### config.mk
export PLATFORM = sky130hd
export DESIGN_NAME = pssr_core
export DESIGN_NICKNAME = d
export VERILOG_FILES = /design/src/include/pssr_pkg.sv /design/src/design/pssr_core.sv
export SDC_FILE = /design/constraint.sdc
export NUM_CORES = 1
export LEC_CHECK = 0
export ABC_AREA = 0
export BUFFER_PORTS_ARGS = -buffer_cell sky130_fd_sc_hd__buf_2
export CAP_MARGIN = 20
export CELL_PAD_IN_SITES_DETAIL_PLACEMENT = 1
export CELL_PAD_IN_SITES_GLOBAL_PLACEMENT = 1
export CORE_ASPECT_RATIO = 1.1
export CORE_MARGIN = 3
export CORE_UTILIZATION = 46
export DETAILED_ROUTE_END_ITERATION = 10
export HOLD_SLACK_MARGIN = 0.06
export PLACE_DENSITY = 0.9
export SETUP_SLACK_MARGIN = 0.3
export SYNTH_ARGS = -nofsm -noshare
export SYNTH_HDL_FRONTEND = slang
export SYNTH_SLANG_ARGS = --single-unit
export TNS_END_PERCENT = 50
### constraint.sdc
create_clock -name clk_in -period 4.3 [get_ports clk_in]
set_input_delay 0.645 -clock clk_in [delete_from_list [all_inputs] [get_ports clk_in]]
set_output_delay 0.645 -clock clk_in [all_outputs]
set_load 0.03 [all_outputs]
### src/include/pssr_pkg.sv
// Package: processor state fields, saved-state layout, op and view codes
// Function
// - Stack selector 0 picks level-zero stack, 1 the level's own; immediate sets it.
// - Level view reads back the current exception level.
// - Mask view reads and writes the four mask bits together.
// - Flags view reads and writes the four condition flags together.
// - Views read by move-from, written by move-to except the read-only level view, with no side effects.
// - Mask-set immediate sets each selected mask bit, others unchanged.
// - Mask-clear immediate clears each selected mask bit, others unchanged.
// - Exception return copies current level's saved state into the processor state.
// - After return, fetch continues at the returning level's return address.
// - Only the flags are reachable at level zero; anything else is undefined.
// - Taking an exception saves prior state into the target level's saved register.
// - 64-bit saved layout: flags 31:28, step 21, illegal 20, masks 9:6, width 4, mode 3:0.
// - 32-bit saved layout adds saturation, if-then, greater-equal, thumb fields.
// - Saved step bit records whether stepping was enabled at entry from 64-bit state; it is 0 on entry from 32-bit state.
// - Saved illegal bit records the illegal bit just before the exception.
// - Debug mask set to 1 at reset and on every exception taken.
// - Saved width bit records source width; low four bits record source mode.
// - A level's saved and return registers stay unchanged while running lower.
// - Taking an exception selects the target level's own stack pointer.
package pssr_pkg;
   localparam int ADDR_W = 64;
   localparam int SAVED_W = 32;
   // Saved-state bit positions
   localparam int FLAGS_LSB = 28;
   localparam int SAT_POS = 27;
   localparam int ITLO_LSB = 25;
   localparam int STEP_POS = 21;
   localparam int ILL_POS = 20;
   localparam int GE_LSB = 16;
   localparam int ITHI_LSB = 10;
   localparam int END_POS = 9;
   localparam int MASK_LSB = 6;
   localparam int THUMB_POS = 5;
   localparam int WIDTH_POS = 4;
   localparam int LEVEL_LSB = 2;
   localparam int STACK_SELECT_VIEW_POS = 0;
   // Reset values and 32-bit user mode code
   localparam logic [1:0] LEVEL_RST = 2'h3;
   localparam logic [3:0] MASK_RST = 4'hF;
   localparam logic [3:0] MODE_A32_USER = 4'h0;

   typedef struct packed {
      logic       n;
      logic       z;
      logic       c;
      logic       v;
      logic [3:0] mask;   // debug, serror, irq, fiq
      logic       ss;
      logic       il;
      logic [1:0] el;
      logic       width;  // 0 = 64-bit, 1 = 32-bit
      logic       sp;     // 0 = level-zero stack, 1 = own
   } pssr_state_s;

   typedef struct packed {
      logic       q;
      logic [7:0] it;
      logic [3:0] ge;
      logic       thumb;
      logic       endian;
      logic [3:0] mode;
   } pssr_a32_s;

   typedef enum logic [2:0] {
      OP_READ  = 3'b000,
      OP_WRITE = 3'b001,
      OP_MSET  = 3'b010,
      OP_MCLR  = 3'b011,
      OP_SPIMM = 3'b100,
      OP_EXCEPTION_RETURN  = 3'b101
   } pssr_op_e;

   typedef enum logic [2:0] {
      VW_FLAGS = 3'b000,
      VW_MASK  = 3'b001,
      VW_LEVEL = 3'b010,
      VW_STACK_SELECT_VIEW = 3'b011,
      VW_SAVED = 3'b100,
      VW_RET   = 3'b101
   } pssr_view_e;
endpackage

### src/design/pssr_core.sv
// Processor state holder with exception save and restore
`timescale 1ns/1ps
`default_nettype none
module pssr_core
   import pssr_pkg::*;
(
   input  wire logic              clk_in,
   input  wire logic              rst_n_in,
   input  wire logic              op_valid_in,
   input  wire pssr_op_e          op_code_in,
   input  wire pssr_view_e        op_view_in,
   input  wire logic [1:0]        op_level_in,
   input  wire logic [ADDR_W-1:0] op_wdata_in,
   input  wire logic [3:0]        op_imm_in,
   input  wire logic              exc_take_in,
   input  wire logic [1:0]        exc_target_in,
   input  wire logic [ADDR_W-1:0] exc_ret_addr_in,
   input  wire logic              step_en_in,
   input  wire pssr_a32_s         a32_in,
   input  wire logic [3:0]        exc_req_in,
   output logic [3:0]             exc_deliver_out,
   output pssr_state_s            state_out,
   output logic                   stack_own_out,
   output logic [ADDR_W-1:0]      rdata_out,
   output logic                   rvalid_out,
   output logic                   undef_out,
   output logic                   fetch_valid_out,
   output logic [ADDR_W-1:0]      fetch_addr_out
);
   pssr_state_s               st_reg;
   pssr_state_s               st_next;
   logic [SAVED_W-1:0]        saved_reg [3:1];
   logic [ADDR_W-1:0]         ret_reg [3:1];
   logic                      priv;
   logic                      bank_ok;
   logic                      legal;
   logic                      do_op;
   logic [SAVED_W-1:0]        cur_saved;
   logic [SAVED_W-1:0]        take_saved;
   logic [ADDR_W-1:0]         rd_val;

   assign priv = st_reg.el != 2'h0;
   assign bank_ok = op_level_in != 2'h0 && op_level_in <= st_reg.el;
   assign cur_saved = priv ? saved_reg[st_reg.el] : '0;

   // Access legality by level
   always_comb begin
      legal = 1'b0;
      case (op_code_in)
         OP_READ, OP_WRITE: begin
            case (op_view_in)
               VW_FLAGS: legal = 1'b1;
               VW_MASK, VW_STACK_SELECT_VIEW: legal = priv;
               VW_LEVEL: legal = priv && op_code_in == OP_READ;
               VW_SAVED, VW_RET: legal = priv && bank_ok;
               default: legal = 1'b0;
            endcase
         end
         OP_MSET, OP_MCLR, OP_SPIMM, OP_EXCEPTION_RETURN: legal = priv;
         default: legal = 1'b0;
      endcase
   end

   assign do_op = op_valid_in && !exc_take_in && legal;

   // Saved image of the state before entry
   always_comb begin
      take_saved = '0;
      take_saved[FLAGS_LSB +: 4] = {st_reg.n, st_reg.z, st_reg.c, st_reg.v};
      take_saved[ILL_POS] = st_reg.il;
      take_saved[WIDTH_POS] = st_reg.width;
      if (!st_reg.width) begin
         take_saved[STEP_POS] = step_en_in;
         take_saved[MASK_LSB +: 4] = st_reg.mask;
         take_saved[LEVEL_LSB +: 2] = st_reg.el;
         take_saved[STACK_SELECT_VIEW_POS] = st_reg.sp;
      end else begin
         take_saved[SAT_POS] = a32_in.q;
         take_saved[ITLO_LSB +: 2] = a32_in.it[1:0];
         take_saved[GE_LSB +: 4] = a32_in.ge;
         take_saved[ITHI_LSB +: 6] = a32_in.it[7:2];
         take_saved[END_POS] = a32_in.endian;
         take_saved[MASK_LSB +: 3] = st_reg.mask[2:0];
         take_saved[THUMB_POS] = a32_in.thumb;
         take_saved[3:0] = a32_in.mode;
      end
   end

   // Next processor state
   always_comb begin
      st_next = st_reg;
      if (exc_take_in) begin
         st_next.el = exc_target_in;
         st_next.width = 1'b0;
         st_next.mask[3] = 1'b1;
         st_next.sp = 1'b1;
         st_next.ss = 1'b0;
         st_next.il = 1'b0;
      end else if (do_op) begin
         case (op_code_in)
            OP_WRITE: begin
               case (op_view_in)
                  VW_FLAGS: {st_next.n, st_next.z, st_next.c, st_next.v} =
                     op_wdata_in[FLAGS_LSB +: 4];
                  VW_MASK: st_next.mask =
                     op_wdata_in[MASK_LSB +: 4];
                  VW_STACK_SELECT_VIEW: st_next.sp = op_wdata_in[STACK_SELECT_VIEW_POS];
                  default: st_next = st_reg;
               endcase
            end
            OP_MSET: st_next.mask = st_reg.mask | op_imm_in;
            OP_MCLR: st_next.mask = st_reg.mask & ~op_imm_in;
            OP_SPIMM: st_next.sp = op_imm_in[0];
            OP_EXCEPTION_RETURN: begin
               {st_next.n, st_next.z, st_next.c, st_next.v} =
                  cur_saved[FLAGS_LSB +: 4];
               st_next.ss = cur_saved[STEP_POS];
               st_next.il = cur_saved[ILL_POS];
               st_next.width = cur_saved[WIDTH_POS];
               if (!cur_saved[WIDTH_POS]) begin
                  st_next.mask = cur_saved[MASK_LSB +: 4];
                  st_next.el = cur_saved[LEVEL_LSB +: 2];
                  st_next.sp = cur_saved[STACK_SELECT_VIEW_POS];
               end else begin
                  st_next.mask = {st_reg.mask[3], cur_saved[MASK_LSB +: 3]};
                  st_next.el = (cur_saved[3:0] == MODE_A32_USER) ?
                               2'h0 : 2'h1;
                  st_next.sp = 1'b0;
               end
            end
            default: st_next = st_reg;
         endcase
      end
   end

   always_ff @(posedge clk_in or negedge rst_n_in) begin
      if (!rst_n_in) begin
         st_reg <= '0;
         st_reg.el <= LEVEL_RST;
         st_reg.mask <= MASK_RST;
         st_reg.sp <= 1'b1;
      end else begin
         st_reg <= st_next;
      end
   end

   // Banked saved state and return addresses
   for (genvar g = 1; g <= 3; g++) begin : g_bank
      always_ff @(posedge clk_in or negedge rst_n_in) begin
         if (!rst_n_in) begin
            saved_reg[g] <= '0;
            ret_reg[g] <= '0;
         end else if (exc_take_in) begin
            if (exc_target_in == 2'(g)) begin
               saved_reg[g] <= take_saved;
               ret_reg[g] <= exc_ret_addr_in;
            end
         end else if (do_op && op_code_in == OP_WRITE &&
                      op_level_in == 2'(g)) begin
            if (op_view_in == VW_SAVED)
               saved_reg[g] <= op_wdata_in[SAVED_W-1:0];
            if (op_view_in == VW_RET)
               ret_reg[g] <= op_wdata_in;
         end
      end
   end

   // Read data for move-from
   always_comb begin
      rd_val = '0;
      case (op_view_in)
         VW_FLAGS: rd_val[FLAGS_LSB +: 4] =
            {st_reg.n, st_reg.z, st_reg.c, st_reg.v};
         VW_MASK: rd_val[MASK_LSB +: 4] = st_reg.mask;
         VW_LEVEL: rd_val[LEVEL_LSB +: 2] = st_reg.el;
         VW_STACK_SELECT_VIEW: rd_val[STACK_SELECT_VIEW_POS] = st_reg.sp;
         VW_SAVED: rd_val[SAVED_W-1:0] = saved_reg[op_level_in];
         VW_RET: rd_val = ret_reg[op_level_in];
         default: rd_val = '0;
      endcase
   end

   always_ff @(posedge clk_in or negedge rst_n_in) begin
      if (!rst_n_in) begin
         rdata_out <= '0;
         rvalid_out <= 1'b0;
      end else begin
         rvalid_out <= do_op && op_code_in == OP_READ;
         if (do_op && op_code_in == OP_READ)
            rdata_out <= rd_val;
      end
   end

   always_ff @(posedge clk_in or negedge rst_n_in) begin
      if (!rst_n_in)
         undef_out <= 1'b0;
      else
         undef_out <= op_valid_in && !exc_take_in && !legal;
   end

   always_ff @(posedge clk_in or negedge rst_n_in) begin
      if (!rst_n_in) begin
         fetch_valid_out <= 1'b0;
         fetch_addr_out <= '0;
      end else begin
         fetch_valid_out <= do_op && op_code_in == OP_EXCEPTION_RETURN;
         if (do_op && op_code_in == OP_EXCEPTION_RETURN)
            fetch_addr_out <= ret_reg[st_reg.el];
      end
   end

   assign state_out = st_reg;
   assign stack_own_out = st_reg.sp;
   assign exc_deliver_out = exc_req_in & ~st_reg.mask;
endmodule
`default_nettype wire

==> results_dict.tcl <==
set metrics [dict create \
    yosysWarnings 0 \
    hpwlAfterDp_microns 47200 \
    criticalPathCategory "register to register" \
    detailroute.wirelength.met2_microns 37800 \
    report.final.setup_viol 0 \
    drtIter0Drc 850 \
    mappedNetlistArea_sq_um 21900 \
    synth.ff_latch_count 433 \
    globalplace.congestion 0.865 \
    grt_setup_unrepaired "false" \
    die_h_microns 235 \
    worstSetupEndpointType "register" \
    drt_pre_antenna_iters 6 \
    die_w_microns 214 \
    critical_path_required_ns 4.75 \
    root_buffer "clkbuf_16" \
    asyncSetResetFlopFracSynth_pct 100 \
    sequential_cell_area_fraction_in_the_yosys_report_pct 49.5 \
    maxCapViolCount 0 \
    timing.clock.skew_ns 0.0249 \
    final_net_count 2332 \
    route.detailed.wl_per_inst_microns 26.2 \
    largest_voltage_drop_on_the_vdd_net_uv 265 \
    cts_sinks 433 \
    cts_post_setup_buffers_inserted 0 \
    initial_core_utilization_pct 46.8 \
    ctsResizeCount 0 \
    boundaryPins 320 \
    synthesis.area_per_instance_sq_um 11.7 \
    core_sq_um 46800 \
    crit_path_cell_trace "clkinv_2 -> ha_1 -> nor2b_1 -> o2111a_1 -> or3_4 -> nor4_2 -> buf_12 -> mux2_2" \
    grt_start_max_net_pins 123 \
    max_freq_mhz 290 \
    detail_route.drc_violations 0 \
    cp-start-kind "register" \
    clk_transition_reported_paths_ns 0.06 \
    fp.dieArea_sq_um 50300 \
    max-slew-margin-rel_pct 23.1 \
    ys.flop_type "dfrtp_1" \
    clock_tree.buffer_depth 3 \
    clock_tree_from_tritoncts "done" \
    dr_wl_met3_microns 4390 \
    totalWireLength_microns 74100 \
    numPortBuffers 319 \
    syn_nets 2054 \
    rows 83 \
    cts-buffers-inserted 47 \
    synthesis.instances 1878 \
    run_status "completed" \
    max_stage_delay_ns 0.76 \
    cell_area_after_layout_sq_um 25800 \
    antenna_violations_before_repair 11 \
    wire_length_of_the_first_global_routing_pass_microns 114000 \
    critical_path_arrival_ns 3.90 \
    drive_gt1_share_pct 41.4 \
    highest-signal-layer "met5" \
    synthDistinctLibCells 61 \
    p_leak_nw 12.4 \
    max_slew_vio_count 0 \
    areaGrowthSynthToFinish_pct 17.8 \
    cellPowerDensity_nw_per_um2 467 \
    clk-insertion-delay-late_ns 0.59 \
    final_hold_viol_count 0 \
    register_area_sq_um 10800 \
    post_drt_via_cell_ratio 5.95 \
    cts_hold_repair.buffers 0 \
    route.antenna.remaining_nets 0 \
    totalNegativeSetupSlack_ns 0 \
    synth-edff-count 0 \
    route.vias.total 16855 \
    multi_input_comb_area_sq_um 10400 \
    critical_path_peak_fanout 48 \
    placed_cell_area_sq_um 24200 \
    post-route-min-period_ns 3.45 \
    htree_num_levels 2 \
    track_usage_pct 29.0 \
    slowest_cp_cell "dfstp_2" \
    num-fill-cells 4928 \
    grt.overflow.total 0 \
    grt_pass1_vias 19376 \
    wl_met1_microns 28800 \
    min_period_over_period_pct 80.3 \
    largest_reg_flops 192 \
    min_path_type "input port to asynchronous set/reset pin" \
    slew_at_the_pin_closest_to_its_max_slew_limit_ns 1.15 \
]
-- synth_stat cells (3+ instances only) --
cell type    n  area share, %
mux2_2     442             23
dfrtp_1    426             49
mux2i_1    172            7.9
nand2_1    136            2.3
nor2_1     134            2.3
a21oi_1    106            2.4
o21ai_0     77            1.8
clkbuf_1    73            1.3
buf_2       36           0.82
a21o_1      34            1.2
nor2b_1     28           0.80
o22ai_1     27           0.77
inv_1       25           0.43
mux2_1      21            1.1
buf_4       19           0.65
a22oi_1     13           0.45
nand3_1     10           0.23
a221oi_1     8           0.32
buf_1        7           0.12
dfstp_2      7           0.84
ha_1         6           0.34
nor3_1       5           0.11
o31ai_1      5           0.17
a221o_1      4           0.18
nand2b_1     4           0.11
nand3b_1     3           0.10
nor3b_1      3           0.10
nor4_1       3          0.086
o21ai_2      3           0.12
o311ai_0     3           0.12
o32ai_1      3           0.12
or2_2        3          0.086
-- placed cells by master (no fill, tap or decap), types with 27 or more instances in the layout --
cell | synthesis | final
a21o_1 | 34 | 34
a21oi_1 | 106 | 106
buf_2 | 36 | 316
buf_4 | 19 | 36
clkbuf_16 | 0 | 49
dfrtp_1 | 426 | 426
mux2_2 | 442 | 442
mux2i_1 | 172 | 172
nand2_1 | 136 | 136
nor2_1 | 134 | 134
o21ai_0 | 77 | 77
o22ai_1 | 27 | 27
-- layout make-up --
class                           instances  share of cell area, %
Antenna cell                            3                 0.0291
Clock buffer                           68                   5.30
Clock inverter                         16                  0.810
Inverter                               26                  0.388
Multi-Input combinational cell       1284                   40.3
Sequential cell                       433                   42.0
Tap cell                              637                   3.09
Timing Repair Buffer                  364                   8.03
-- critical path, delay by kind of cell (launching register included) --
| family | cells | cell delay (ns) |
|---|---|---|
| and+or+nand+nor | 3 | 1.08 |
| DFF | 1 | 0.76 |
| buffers and inverters | 2 | 0.49 |
| AOI/OAI and AO/OA | 1 | 0.26 |
| muxes | 1 | 0.39 |
| adders and majority gates | 1 | 0.30 |
-- report_power, final --
group | internal (mW) | switching, mW
combinational | 1.11 | 1.43
sequential | 4.77 | 0.561
clock | 2.50 | 1.68
total | 8.38 | 3.68
-- path summary, 6_finish.rpt --
kind                                                   to                            from  cells past startpoint  slack [ns]
min in group clk_in              state_out[2]$_DFFE_PN1P_                exc_target_in[0]                      3        0.35
setup / recovery                rdata_out[32]$_DFFE_PN0P_        state_out[3]$_DFFE_PN1P_                      8        0.85
setup reg to reg                rdata_out[32]$_DFFE_PN0P_        state_out[3]$_DFFE_PN1P_                      8        0.85
hold reg to reg            fetch_addr_out[58]$_DFFE_PN0P_  fetch_addr_out[58]$_DFFE_PN0P_                      1        0.49
hold / removal             fetch_addr_out[11]$_DFFE_PN0P_                        rst_n_in                      1        0.17
max in group asynchronous        state_out[8]$_DFFE_PN1P_                        rst_n_in                      2        2.97
-- layer usage --
layer | track usage (%) | up-vias
met4 | 12.6 | 14
met2 | 51.9 | 621
li1 | - | 7264
met1 | 33.9 | 8757
met5 | 0 | -
met3 | 5.64 | 199
-- metrics by stage --
| step | hold slack [ns] | util [%] | power [mW] | worst slack [ns] | std cells |
|---|---|---|---|---|---|
| floorplan | 0.349 | - | 6.91 | 0.833 | 1878 |
| global placement | 0.466 | 51.7 | 7.65 | 0.650 | 2743 |
| detailed placement | 0.481 | 51.7 | 7.89 | 0.551 | 2743 |
| CTS | 0.211 | 55.1 | 12.1 | 0.862 | 2827 |
| global route | 0.251 | 55.1 | 12.6 | 0.743 | 2830 |
| finish | 0.171 | 55.1 | 12.1 | 0.849 | 2831 |
-- logic make-up after synthesis --
family / synth area share, %
mux: 31.6
buf+inv: 3.29
fa+ha+maj: 0.343
flops: 49.5
simple gates: 6.83
compound gates: 8.41
Power figures use the tool's default switching activity.
